**src/logic/cqe_pkg.sv**
```systemverilog
// constants and types for the command qualifier encoder
package cqe_pkg;
  // database point type codes
  localparam logic [7:0] CQE_DT_SINGLE = 8'h01;
  localparam logic [7:0] CQE_DT_DOUBLE = 8'h03;
  localparam logic [7:0] CQE_DT_STEP = 8'h05;
  localparam logic [7:0] CQE_DT_BITS32 = 8'h07;
  localparam logic [7:0] CQE_DT_NORM = 8'h09;
  localparam logic [7:0] CQE_DT_SCALED = 8'h0b;
  localparam logic [7:0] CQE_DT_FLOAT = 8'h0d;
  localparam logic [7:0] CQE_DT_TOTALS = 8'h0f;
  localparam logic [7:0] CQE_DT_PNORM = 8'h6e;
  localparam logic [7:0] CQE_DT_PSCALED = 8'h6f;
  localparam logic [7:0] CQE_DT_PFLOAT = 8'h70;
  localparam logic [7:0] CQE_DT_BCD = 8'hf0;
  localparam logic [1:0] CQE_WORDS_ONE = 2'h1;
  localparam logic [1:0] CQE_WORDS_TWO = 2'h2;
  localparam logic [1:0] CQE_WORDS_THREE = 2'h3;
  // command type codes
  localparam logic [7:0] CQE_CMD_SINGLE = 8'h2d;
  localparam logic [7:0] CQE_CMD_DOUBLE = 8'h2e;
  localparam logic [7:0] CQE_CMD_STEP = 8'h2f;
  localparam logic [7:0] CQE_CMD_SP_NORM = 8'h30;
  localparam logic [7:0] CQE_CMD_SP_SCALED = 8'h31;
  localparam logic [7:0] CQE_CMD_SP_FLOAT = 8'h32;
  localparam logic [7:0] CQE_CMD_BITS32 = 8'h33;
  localparam logic [7:0] CQE_CMD_INTERRO = 8'h64;
  localparam logic [7:0] CQE_CMD_CNT_INTERRO = 8'h65;
  localparam logic [7:0] CQE_CMD_READ = 8'h66;
  localparam logic [7:0] CQE_CMD_CLOCK = 8'h67;
  localparam logic [7:0] CQE_CMD_TEST = 8'h68;
  localparam logic [7:0] CQE_CMD_TEST_TT = 8'h6b;
  // qualifier field positions
  localparam int CQE_Q_STATE_LSB = 0;
  localparam int CQE_Q_KIND_LSB = 2;
  localparam int CQE_Q_SE_BIT = 7;
  localparam int CQE_Q_DESEL_BIT = 8;
  localparam int CQE_Q_OVR_BIT = 9;
  localparam int CQE_Q_FR_LSB = 6;
  // field codes
  localparam logic [1:0] CQE_DP_OFF = 2'h1;
  localparam logic [1:0] CQE_DP_ON = 2'h2;
  localparam logic [1:0] CQE_STEP_LOWER = 2'h1;
  localparam logic [1:0] CQE_STEP_HIGHER = 2'h2;
  localparam logic [31:0] CQE_DB_MINUS1 = 32'hffffffff;
  localparam logic [31:0] CQE_DB_PLUS1 = 32'h00000001;
  localparam logic [1:0] CQE_SP_DIRECT = 2'h0;
  localparam logic [1:0] CQE_SP_DESELECT = 2'h2;
  localparam logic [7:0] CQE_GI_STATION = 8'h14;
  localparam logic [7:0] CQE_GI_LAST = 8'h24;
  localparam logic [7:0] CQE_GI_PRIVATE = 8'h40;
  localparam logic [5:0] CQE_CI_GENERAL = 6'h05;
  localparam logic [5:0] CQE_CI_PRIVATE = 6'h20;
  localparam logic [1:0] CQE_CS_MEASURE = 2'h2;

  typedef enum logic [2:0]
  {
    CQE_IDLE = 3'b001,
    CQE_BUILD = 3'b010,
    CQE_DONE = 3'b100
  } cqe_state_e;

  typedef enum logic [1:0]
  {
    CQE_EXEC_DIRECT = 2'h0,
    CQE_EXEC_SELECT = 2'h1,
    CQE_EXEC_DESELECT = 2'h2
  } cqe_exec_e;
endpackage

```
**src/logic/cqe_dec_if.sv**
```systemverilog
// decode signals between the encoder top and its decoder
`timescale 1ns/100ps
`default_nettype none
interface cqe_dec_if;
  logic [7:0] cmd;
  logic [15:0] qual;
  logic [31:0] db_value;
  logic [7:0] user_type;
  logic user_type_en;
  logic [31:0] value;
  logic [7:0] qoc;
  logic [7:0] out_type;
  logic uses_db;
  logic err;
  modport top (output cmd, qual, db_value, user_type, user_type_en,
    input value, qoc, out_type, uses_db, err);
  modport dec (input cmd, qual, db_value, user_type, user_type_en,
    output value, qoc, out_type, uses_db, err);
endinterface
`default_nettype wire

```
**src/logic/cqe_decoder.sv**
```systemverilog
// combinational qualifier decoder for one command record
`timescale 1ns/100ps
`default_nettype none
module cqe_decoder
(
  cqe_dec_if.dec d
);
  import cqe_pkg::*;
  logic [1:0] st;
  logic [4:0] kind;
  logic se;
  logic desel;
  logic ovr;
  logic [5:0] cgrp;
  logic [1:0] fr;

  always_comb
  begin
    st = d.qual[CQE_Q_STATE_LSB +: 2];
    kind = d.qual[CQE_Q_KIND_LSB +: 5];
    se = d.qual[CQE_Q_SE_BIT];
    desel = d.qual[CQE_Q_DESEL_BIT];
    ovr = d.qual[CQE_Q_OVR_BIT];
    cgrp = d.qual[5:0];
    fr = d.qual[CQE_Q_FR_LSB +: 2];
    d.value = '0;
    d.qoc = '0;
    d.uses_db = 1'b0;
    d.err = 1'b0;
    d.out_type = d.user_type_en ? d.user_type : d.cmd;
    case (d.cmd)
      CQE_CMD_SINGLE, CQE_CMD_DOUBLE, CQE_CMD_STEP:
      begin
        // qualifier of command: pulse kind plus select bit
        d.qoc[6:2] = kind;
        if (se && desel)
          d.err = 1'b1;
        d.qoc[7] = se;
        d.uses_db = ~ovr;
        if (d.cmd == CQE_CMD_SINGLE)
          d.value[0] = ovr ? st[0] : d.db_value[0];
        else if (d.cmd == CQE_CMD_DOUBLE)
        begin
          d.value[1:0] = ovr ? st : d.db_value[1:0];
          if (d.value[1:0] != CQE_DP_OFF && d.value[1:0] != CQE_DP_ON)
            d.err = 1'b1;
        end
        else if (ovr)
        begin
          d.value[1:0] = st;
          if (st != CQE_STEP_LOWER && st != CQE_STEP_HIGHER)
            d.err = 1'b1;
        end
        else if (d.db_value == CQE_DB_MINUS1)
          d.value[1:0] = CQE_STEP_LOWER;
        else if (d.db_value == CQE_DB_PLUS1)
          d.value[1:0] = CQE_STEP_HIGHER;
        else
          d.err = 1'b1;
      end
      CQE_CMD_SP_NORM, CQE_CMD_SP_SCALED, CQE_CMD_SP_FLOAT:
      begin
        d.value = d.db_value;
        d.uses_db = 1'b1;
        d.qoc[7] = (d.qual[1:0] == 2'(CQE_EXEC_SELECT));
        if (d.qual[1:0] > CQE_SP_DESELECT || d.qual[15:2] != '0)
          d.err = 1'b1;
      end
      CQE_CMD_BITS32:
      begin
        d.value = d.db_value;
        d.uses_db = 1'b1;
      end
      CQE_CMD_INTERRO:
      begin
        d.qoc = d.qual[7:0];
        if (d.qual[7:0] < CQE_GI_STATION || (d.qual[7:0] > CQE_GI_LAST
          && d.qual[7:0] < CQE_GI_PRIVATE) || d.qual[15:8] != '0)
          d.err = 1'b1;
      end
      CQE_CMD_CNT_INTERRO:
      begin
        d.qoc = {fr, cgrp};
        if ((cgrp > CQE_CI_GENERAL && cgrp < CQE_CI_PRIVATE)
          || d.qual[15:8] != '0)
          d.err = 1'b1;
      end
      CQE_CMD_CLOCK:
      begin
        d.qoc = {6'h00, d.qual[1:0]};
        if (d.qual[1:0] > CQE_CS_MEASURE || d.qual[15:2] != '0)
          d.err = 1'b1;
      end
      CQE_CMD_READ, CQE_CMD_TEST, CQE_CMD_TEST_TT:
      begin
        d.qoc = '0;
      end
      default:
      begin
        d.qoc = '0;
      end
    endcase
  end
endmodule
`default_nettype wire

```
**src/logic/cqe_encoder.sv**
```systemverilog
// command qualifier encoder top: registers one built command per request
//
// Behaviour
// - monitored point types are coded 1,3,5,7,9,11,13,15 by kind.
// - types 110 and 111 take one word, 112 two and 240 three per point.
// - a user type code replaces the listed code and is passed on as is.
// - single state is bit 0; double uses 1 off, 2 on, others illegal.
// - step without override maps database -1 to 1 and +1 to 2.
// - qualifier bits 2..6 pick none, short, long or persistent output.
// - 0 direct, 128 select before execute, 256 deselect.
// - with 512 the qualifier state is sent, else the database value.
// - setpoints 48..50 send database value with 0/1/2 exec codes.
// - bitstring 51 sends the database value and ignores qualifier.
// - interrogation 100 asks one group: 20 station, 21..36 groups.
// - counter interrogation 101 carries group 0..5 in low bits.
// - freeze/reset field is 0, 64, 128 or 192.
// - clock sync 103 qualifier is 0, 1 or 2.
// - read and test commands use no database value nor qualifier.
`timescale 1ns/100ps
`default_nettype none
module cqe_encoder
(
  input wire logic REF_CLK,
  input wire logic NRST,
  input wire logic BUILD_REQ,
  input wire logic [7:0] CMD_TYPE,
  input wire logic [15:0] QUALIFIER,
  input wire logic [31:0] DB_VALUE,
  input wire logic USER_TYPE_EN,
  input wire logic [7:0] USER_TYPE,
  input wire logic [7:0] POINT_TYPE,
  output logic [1:0] POINT_WORDS,
  output logic POINT_MONITORED,
  output logic CMD_VALID,
  output logic CMD_ERROR,
  output logic [7:0] CMD_OUT_TYPE,
  output logic [7:0] CMD_QUAL_OUT,
  output logic [31:0] CMD_VALUE_OUT,
  output logic CMD_USES_DB
);
  import cqe_pkg::*;

  typedef struct packed
  {
    cqe_state_e state;
    logic valid;
    logic error;
    logic [7:0] otype;
    logic [7:0] qoc;
    logic [31:0] value;
    logic uses_db;
    logic [1:0] words;
    logic mon;
  } cqe_regs_s;

  cqe_regs_s r_q;
  cqe_regs_s r_d;
  cqe_dec_if dif ();

  assign dif.cmd = CMD_TYPE;
  assign dif.qual = QUALIFIER;
  assign dif.db_value = DB_VALUE;
  assign dif.user_type = USER_TYPE;
  assign dif.user_type_en = USER_TYPE_EN;

  cqe_decoder u_dec
  (
    .d(dif.dec)
  );

  always_comb
  begin
    r_d = r_q;
    r_d.valid = 1'b0;
    // database geometry follows the point type
    case (POINT_TYPE)
      CQE_DT_PNORM, CQE_DT_PSCALED:
        r_d.words = CQE_WORDS_ONE;
      CQE_DT_PFLOAT:
        r_d.words = CQE_WORDS_TWO;
      CQE_DT_BCD:
        r_d.words = CQE_WORDS_THREE;
      default:
        r_d.words = CQE_WORDS_ONE;
    endcase
    case (POINT_TYPE)
      CQE_DT_SINGLE, CQE_DT_DOUBLE, CQE_DT_STEP, CQE_DT_BITS32,
      CQE_DT_NORM, CQE_DT_SCALED, CQE_DT_FLOAT, CQE_DT_TOTALS:
        r_d.mon = 1'b1;
      default:
        r_d.mon = 1'b0;
    endcase
    case (r_q.state)
      CQE_IDLE:
      begin
        if (BUILD_REQ)
          r_d.state = CQE_BUILD;
      end
      CQE_BUILD:
      begin
        // two cycles of latency from the request keep outputs off the input paths
        r_d.otype = dif.out_type;
        r_d.qoc = dif.qoc;
        r_d.value = dif.value;
        r_d.uses_db = dif.uses_db;
        r_d.error = dif.err;
        r_d.valid = ~dif.err;
        r_d.state = CQE_DONE;
      end
      CQE_DONE:
        r_d.state = CQE_IDLE;
      default:
        r_d.state = CQE_IDLE;
    endcase
  end

  always_ff @(posedge REF_CLK)
  begin
    if (!NRST)
    begin
      r_q <= '0;
      r_q.state <= CQE_IDLE;
    end
    else
      r_q <= r_d;
  end

  assign POINT_WORDS = r_q.words;
  assign POINT_MONITORED = r_q.mon;
  assign CMD_VALID = r_q.valid;
  assign CMD_ERROR = r_q.error;
  assign CMD_OUT_TYPE = r_q.otype;
  assign CMD_QUAL_OUT = r_q.qoc;
  assign CMD_VALUE_OUT = r_q.value;
  assign CMD_USES_DB = r_q.uses_db;
endmodule
`default_nettype wire

```
**config.mk**
```make
export PLATFORM = sky130hd
export DESIGN_NAME = cqe_encoder
export DESIGN_NICKNAME = d
export VERILOG_FILES = /design/src/logic/cqe_pkg.sv /design/src/logic/cqe_dec_if.sv /design/src/logic/cqe_decoder.sv /design/src/logic/cqe_encoder.sv
export SDC_FILE = /design/constraint.sdc
export NUM_CORES = 1
export LEC_CHECK = 0
export BUFFER_PORTS_ARGS = -buffer_cell sky130_fd_sc_hd__buf_2
export CAP_MARGIN = 25
export CORE_MARGIN = 2
export CORE_UTILIZATION = 51
export DETAILED_ROUTE_END_ITERATION = 16
export GPL_ROUTABILITY_DRIVEN = 0
export HOLD_SLACK_MARGIN = 0.05
export PLACE_DENSITY = 0.95
export RECOVER_POWER = 25
export SYNTH_ARGS = -nofsm -noshare
export SYNTH_HDL_FRONTEND = slang
export SYNTH_SLANG_ARGS = --single-unit
export TNS_END_PERCENT = 10
```
**constraint.sdc**
```tcl
create_clock -name REF_CLK -period 2.68 [get_ports REF_CLK]
set_input_delay 0.134 -clock REF_CLK [delete_from_list [all_inputs] [get_ports REF_CLK]]
set_output_delay 0.134 -clock REF_CLK [all_outputs]
set_load 0.01 [all_outputs]
```
==> key figures, run 1 <==
Placement
  – Placed Instances: ~500
  – Placed wire-length estimate after detailed placement: 5.63 mm
  – Number of I/O port buffers: 129
  – Post-detailed-placement cell area: 0.00326 mm²
  – Setup WS pre-CTS: ~0.9 ns

Status
  – Result of the run: finished, final reports clean

GRT
  – Number of global-route vias before repair: 2814
  – Initial antenna violation count: 0
  – Maximum number of pins on one net before global-route repair: 51
  – Remaining Overflow, GRT: 0
  – Wire length of the first global-routing pass: 12.3 mm
  – Total routing usage reported by global routing: 24.5%

Logic synthesis
  – Cell type contributing the most total cell area after synthesis: dfxtp_1
  – Fraction of post-synthesis cell area in the top cell type by area: between 30% and 40%
  – Cell area after synthesis: roughly 0.003 mm²
  – Async SR Flop Fraction: 0%
  – Net Count, Synth: 450
  – Register bit total from synthesis: 57
  – Yosys warns: 0
  – Most repeated cell in the gate-level netlist after synthesis: dfxtp_1
  – Top post-synthesis cells by count: 57 x dfxtp_1, 50 x buf_4, 40 x nand2_1
  – Number of distinct library cells after synthesis: 40
  – Mean instance size in the synthesized netlist: roughly 8.0 µm²
  – Number of cells produced by synthesis: 370
  – Post-synthesis sequential area ratio: 38.7%
  – Number of synthesized flops with an enable pin: 0
  – Post-synth top flop: dfxtp_1
  – Largest cells by area after synthesis: dfxtp_1 39%, buf_4 13%, a21oi_1 6.4%

Floorplan
  – Floorplan die width: 80.0 µm
  – Total core area: 0.00554 mm²
  – Die Y-Extent: 80.0 µm
  – Number of I/O pins: 130
  – Initial core utilization: 53.2%
  – Count of standard-cell rows: 27
  – Area of the die: about 0.0064 mm²

Power
  – Worst IR drop on VDD: 0.000274 V
  – Pleak: 1.38 nW
  – Pwr Density: 506 mW/mm²
  – Total Power Consumption: 1.73 mW

Finish
  – Total inserted antenna cells: 0
  – Number of nets at the end of the flow: 524
  – Number of inserted filler cells in the final layout: 503
  – Layout cells sized above 1: 27.5%
  – Synthesis-to-finish area growth: 15.8%
  – Final core utilization: 61.6%
  – Final design area excluding fillers: 0.00341 mm²
  – Final Instance Count excl. Fillers: about 520

Clock tree
  – Number of clock buffers inserted by TritonCTS: 9
  – Root Driver: clkbuf_8
  – Clock-pin slew on the worst setup and hold paths: 0.06 ns
  – Skew-Pair Late Insertion Delay: 0.33 ns
  – Number of H-tree levels: 3
  – Number of sinks on the clock net: 57
  – Worst-case clock buffer depth: 2
  – Clock tree from TritonCTS: built
  – CTS resizes: 0

Setup path
  – Critical path capture point type: flip-flop
  – Category of the worst setup path launch point: flip-flop
  – Arrival time of data at the critical path endpoint: 1.84 ns
  – Most prevalent standard cell on the critical path: nor2_1
  – Cells along the critical path: nor2_1, and2_2, buf_4, nor2_1, a211oi_1
  – Slowest stage cell on the critical path: and2_2
  – CP Buf/Inv Count: 1
  – Stages on the worst setup path: 5
  – Longest individual stage delay on the worst path: roughly 0.50 ns
  – Crit path max-delay family: simple AND/OR/NAND/NOR gates
  – Required @ worst endpoint: a little under 3 ns
  – Maximum fanout count along the critical path: 28
  – Depth of the worst register-to-register path: 5
  – Setup CP Type: reg -> reg

Job
  – Max-cap violations: 0

STA
  – Count of final hold-check violations: 0
  – Crit path time final: 1.61 ns
  – Transition time at the pin with the least slew margin: 0.862 ns
  – Number of max-slew violations in the final report: 0
  – Worst relative slew slack: 42.5%
  – Max Freq: 0.620 GHz
  – Unrepaired setup endpoints after global routing: false
  – Final TNS setup: 0 ns
  – Hold slack: 0.0702 ns
  – Setup ws final: ~1.1 ns
  – Clock Skews: 0.00534 ns
  – # setup viols final: 0
  – Part of the cycle the worst path needs: around 60%

Routing
  – Per-cell routed wire length: 14.8 µm
  – Post-DR vias/cell: around 5.6
  – Vias: 2914
  – Total detailed-routing wirelength: between 7 and 8 mm
  – DRC Markers: 0
  – Detailed router's first-iteration violation count: between 100 and 150
  – Final ANT Viol Nets: 0
  – First-pass iteration count of the detailed router: 4

Worst hold path
  – Cell count of the worst hold path: 3
  – Hold Crit Class: in -> reg
[flip-flops by register name, indices dropped and copies added, names as in the netlist]
name / cells
r_q: 3
CMD_OUT_TYPE: 8
POINT_WORDS: 2
POINT_MONITORED: 1
CMD_ERROR: 1
CMD_VALID: 1
CMD_QUAL_OUT: 8
CMD_VALUE_OUT: 32
CMD_USES_DB: 1
[cell usage in the layout (no fill, tap or decap), drive strengths merged, types with 3 or more instances in the layout]
cell    instances
nor3            7
a21oi          38
a22oi           3
ha              4
nand4           9
or4             3
a211oi         12
mux2i           9
nand2          40
or3             3
inv             6
clkbuf         40
nor2           23
o21ai           7
dfxtp          57
buf           107
nor4           12
a31oi           3
nand3          38
[cell families (layout without fill, tap and decap cells)]
logic type	Yosys count	count (layout)	synth area share, %
compound gates	72	72	14.8
flops	57	57	38.7
simple gates	147	147	24.8
buf+inv	79	156	16.4
mux	9	9	3.05
fa+ha+maj	4	4	1.70
xor+xnor	2	2	0.594
[report_power, final]
| group | total, mW | internal [mW] | switching [mW] |
|---|---|---|---|
| Combinational | 0.185 | 0.0775 | 0.108 |
| Sequential | 0.862 | 0.857 | 0.00481 |
| Clock | 0.682 | 0.377 | 0.305 |
| Total | 1.73 | 1.31 | 0.418 |
[repair_timing]
action | CTS | global route
buffers inserted | 0 | 0
hold buffers | 2 | 0
endpoints found under the hold margin | 2 | 0
[layout make-up]
class                      count  area [µm²]  area share [%]
sequential                    57        1140            33.4
multi-input combinational    234        1330            39.0
tap                           72        90.1            2.64
timing repair buffer         135         663            19.4
clock buffer                  14         163            4.76
inverter                       7        26.3           0.770
[per-layer routing]
layer / GRT usage, % / wire [µm] / part of all wire (%)
met5: 0 / 0 / 0
met4: 12.2 / 153 / 2.0
met3: 6.11 / 753 / 9.8
met2: 43.1 / 3690 / 48
met1: 27.3 / 3070 / 40
[worst reg2reg max path, stage by stage, from the launching register on]
cell	delay, ns
dfxtp_1	0.31
nor2_1	0.12
and2_2	0.50
buf_4	0.30
nor2_1	0.06
a211oi_1	0.24
[final timing paths]
path / from / end / slack, ns
hold / removal: POINT_TYPE[1] / POINT_WORDS[1] / 0.07
setup / recovery: r_q[56] / CMD_OUT_TYPE[7] / 1.07
setup reg to reg: r_q[56] / CMD_OUT_TYPE[7] / 1.07
hold reg to reg: r_q[56] / r_q[55] / 0.43
No activity file was read; power rests on OpenSTA's default activity.
==> run 2: changes to the inputs <==
--- a/config.mk
+++ b/config.mk
@@ -8,11 +8,11 @@
 export BUFFER_PORTS_ARGS = -buffer_cell sky130_fd_sc_hd__buf_2
 export CAP_MARGIN = 25
 export CORE_MARGIN = 2
-export CORE_UTILIZATION = 51
+export CORE_UTILIZATION = 47
 export DETAILED_ROUTE_END_ITERATION = 16
 export GPL_ROUTABILITY_DRIVEN = 0
 export HOLD_SLACK_MARGIN = 0.05
-export PLACE_DENSITY = 0.95
+export PLACE_DENSITY = 0.91
 export RECOVER_POWER = 25
 export SYNTH_ARGS = -nofsm -noshare
 export SYNTH_HDL_FRONTEND = slang
==> constraint.sdc (replaced) <==
create_clock -name REF_CLK -period 1.5 [get_ports REF_CLK]
set_input_delay 0.075 -clock REF_CLK [delete_from_list [all_inputs] [get_ports REF_CLK]]
set_output_delay 0.075 -clock REF_CLK [all_outputs]
set_load 0.01 [all_outputs]
==> key figures, run 2 (synthesis gave the netlist of run 1 again) <==
Status
  – Result of the run: finished, final reports clean

Placement
  – Setup WS pre-CTS: -0.235 ns
  – Placed wire-length estimate after detailed placement: 6.05 mm
  – Placed Instances: between 500 and 600
  – Number of I/O port buffers: ~130

STA
  – Part of the cycle the worst path needs: 99.3%
  – Count of final hold-check violations: 0
  – Final TNS setup: 0 ns
  – Hold slack: 0.0763 ns
  – Crit path time final: 1.49 ns
  – Clock Skews: between 0.005 and 0.006 ns
  – Setup ws final: 0.0110 ns
  – Transition time at the pin with the least slew margin: 0.431 ns
  – Max Freq: 0.672 GHz
  – Number of max-slew violations in the final report: 0
  – # setup viols final: 0
  – Unrepaired setup endpoints after global routing: true
  – Worst relative slew slack: a little under three quarters

Floorplan
  – Number of I/O pins: 130
  – Floorplan die width: 83.2 µm
  – Initial core utilization: 49.2%
  – Total core area: 0.00599 mm²
  – Die Y-Extent: about 83 µm
  – Count of standard-cell rows: 28
  – Area of the die: approximately 0.0069 mm²

Setup path
  – Arrival time of data at the critical path endpoint: 1.77 ns
  – Category of the worst setup path launch point: primary input
  – Required @ worst endpoint: 1.78 ns
  – Slowest stage cell on the critical path: dlygate4sd3_1
  – Crit path max-delay family: simple AND/OR/NAND/NOR gates
  – Cells along the critical path: dlygate4sd3_1, buf_2, nor3_1, nand3_1, or3_4, nand3_2, and4_1
  – Setup CP Type: in -> reg
  – Critical path capture point type: flip-flop
  – Longest individual stage delay on the worst path: 0.53 ns
  – CP Buf/Inv Count: 2
  – Maximum fanout count along the critical path: 3

Clock tree
  – Clock tree from TritonCTS: built
  – Clock-pin slew on the worst setup and hold paths: 0.06 ns
  – Number of H-tree levels: 3
  – Root Driver: clkbuf_8
  – Skew-Pair Late Insertion Delay: 0.34 ns
  – Worst-case clock buffer depth: 2
  – Number of sinks on the clock net: 57
  – Number of clock buffers inserted by TritonCTS: 9

Finish
  – Commonest cells after routing, fill and taps aside: 102 x buf_2, 57 x dfxtp_1, 40 x nand2_1, 40 x dlygate4sd3_1, 38 x a21oi_1
  – Total inserted antenna cells: 0
  – Layout cells sized above 1: 29.8%
  – Final Instance Count excl. Fillers: 581
  – Leading cell type in the layout, fill and taps excluded: buf_2
  – Synthesis-to-finish area growth: 37.7%
  – Number of nets at the end of the flow: about 580
  – Flip-flop count of the largest register, all copies and words added: 32

Power
  – Worst IR drop on VDD: 0.000531 V
  – Total Power Consumption: 3.51 mW
  – Pwr Density: 864 mW/mm²
  – Pleak: 1.67 nW

Routing
  – Per-cell routed wire length: around 16 µm
  – First-pass iteration count of the detailed router: 8
  – Final ANT Viol Nets: 0
  – Vias: roughly 3.3k
  – Post-DR vias/cell: 5.68
  – Total detailed-routing wirelength: 9.37 mm
  – DRC Markers: 0
  – Detailed router's first-iteration violation count: 322

GRT
  – Maximum number of pins on one net before global-route repair: 34
  – Number of global-route vias before repair: approximately 3.2k
  – Initial antenna violation count: 0
  – Remaining Overflow, GRT: 0
  – Wire length of the first global-routing pass: 15.0 mm
  – Total routing usage reported by global routing: 26.5%

Job
  – Max-cap violations: 0

Worst hold path
  – Hold Crit Class: in -> reg
run 2: changes by cell type in the layout (fill, tap and decap cells not counted), sizes merged:
cell	before	now
clkinv	1	2
buf	107	126
dlygate4sd3	2	40
bufinv	0	1
run 2: tightest hold or removal path: cells and delay by family:
family / cells / cell delay (ns)
AND/OR/NAND/NOR: 2 / 0.16
buffers and inverters: 1 / 0.13
run 2: worst paths after layout:
path	startpoint	endpoint	slack [ns]	cells after the start
worst max-delay path	DB_VALUE[18]	CMD_VALID	0.01	7
worst min-delay path	NRST	r_q[55]	0.08	3
worst max register to register	r_q[56]	CMD_VALUE_OUT[30]	0.16	5
worst min register to register	r_q[56]	r_q[55]	0.44	1
run 2: routing by layer:
layer / global-route usage (%) / vias to the layer above / wire length, µm
met3: 7.65 / 37 / 922
met4: 9.69 / 0 / 271
li1: - / 1531 / -
met2: 46.8 / 215 / 4570
met5: 0 / - / 0
met1: 30.2 / 1517 / 3610
run 2: through the flow:
stage / utilization (%) / area (µm²)
3_3_place_gp: 57.7 / 3460
6_report: 67.8 / 4060
5_1_grt: 67.8 / 4060
3_5_place_dp: 57.7 / 3460
4_1_cts: 67.8 / 4060
2_1_floorplan: - / 2950
run 2: timing repair:
action	4_1_cts	5_1_grt
hold buffers	40	0
endpoints found under the hold margin	38	0
setup buffers	0	0
resized for setup	0	7
setup endpoints to repair	0	4
run 2: power by group:
part           internal, mW  switching (mW)  leakage (nW)  total [mW]
registers              1.53         0.00846         0.460        1.54
logic                 0.235           0.231          1.11       0.466
clock network         0.902           0.602         0.107        1.50
run 2: area by class of cell:
| cell class | count | area (µm²) |
|---|---|---|
| sequential | 57 | 1140 |
| multi-input combinational | 234 | 1370 |
| tap | 75 | 93.8 |
| timing repair buffer | 192 | 1230 |
| inverter | 7 | 26.3 |
| fill | 475 | 1930 |
| clock buffer | 14 | 173 |
| clock inverter | 2 | 35.0 |
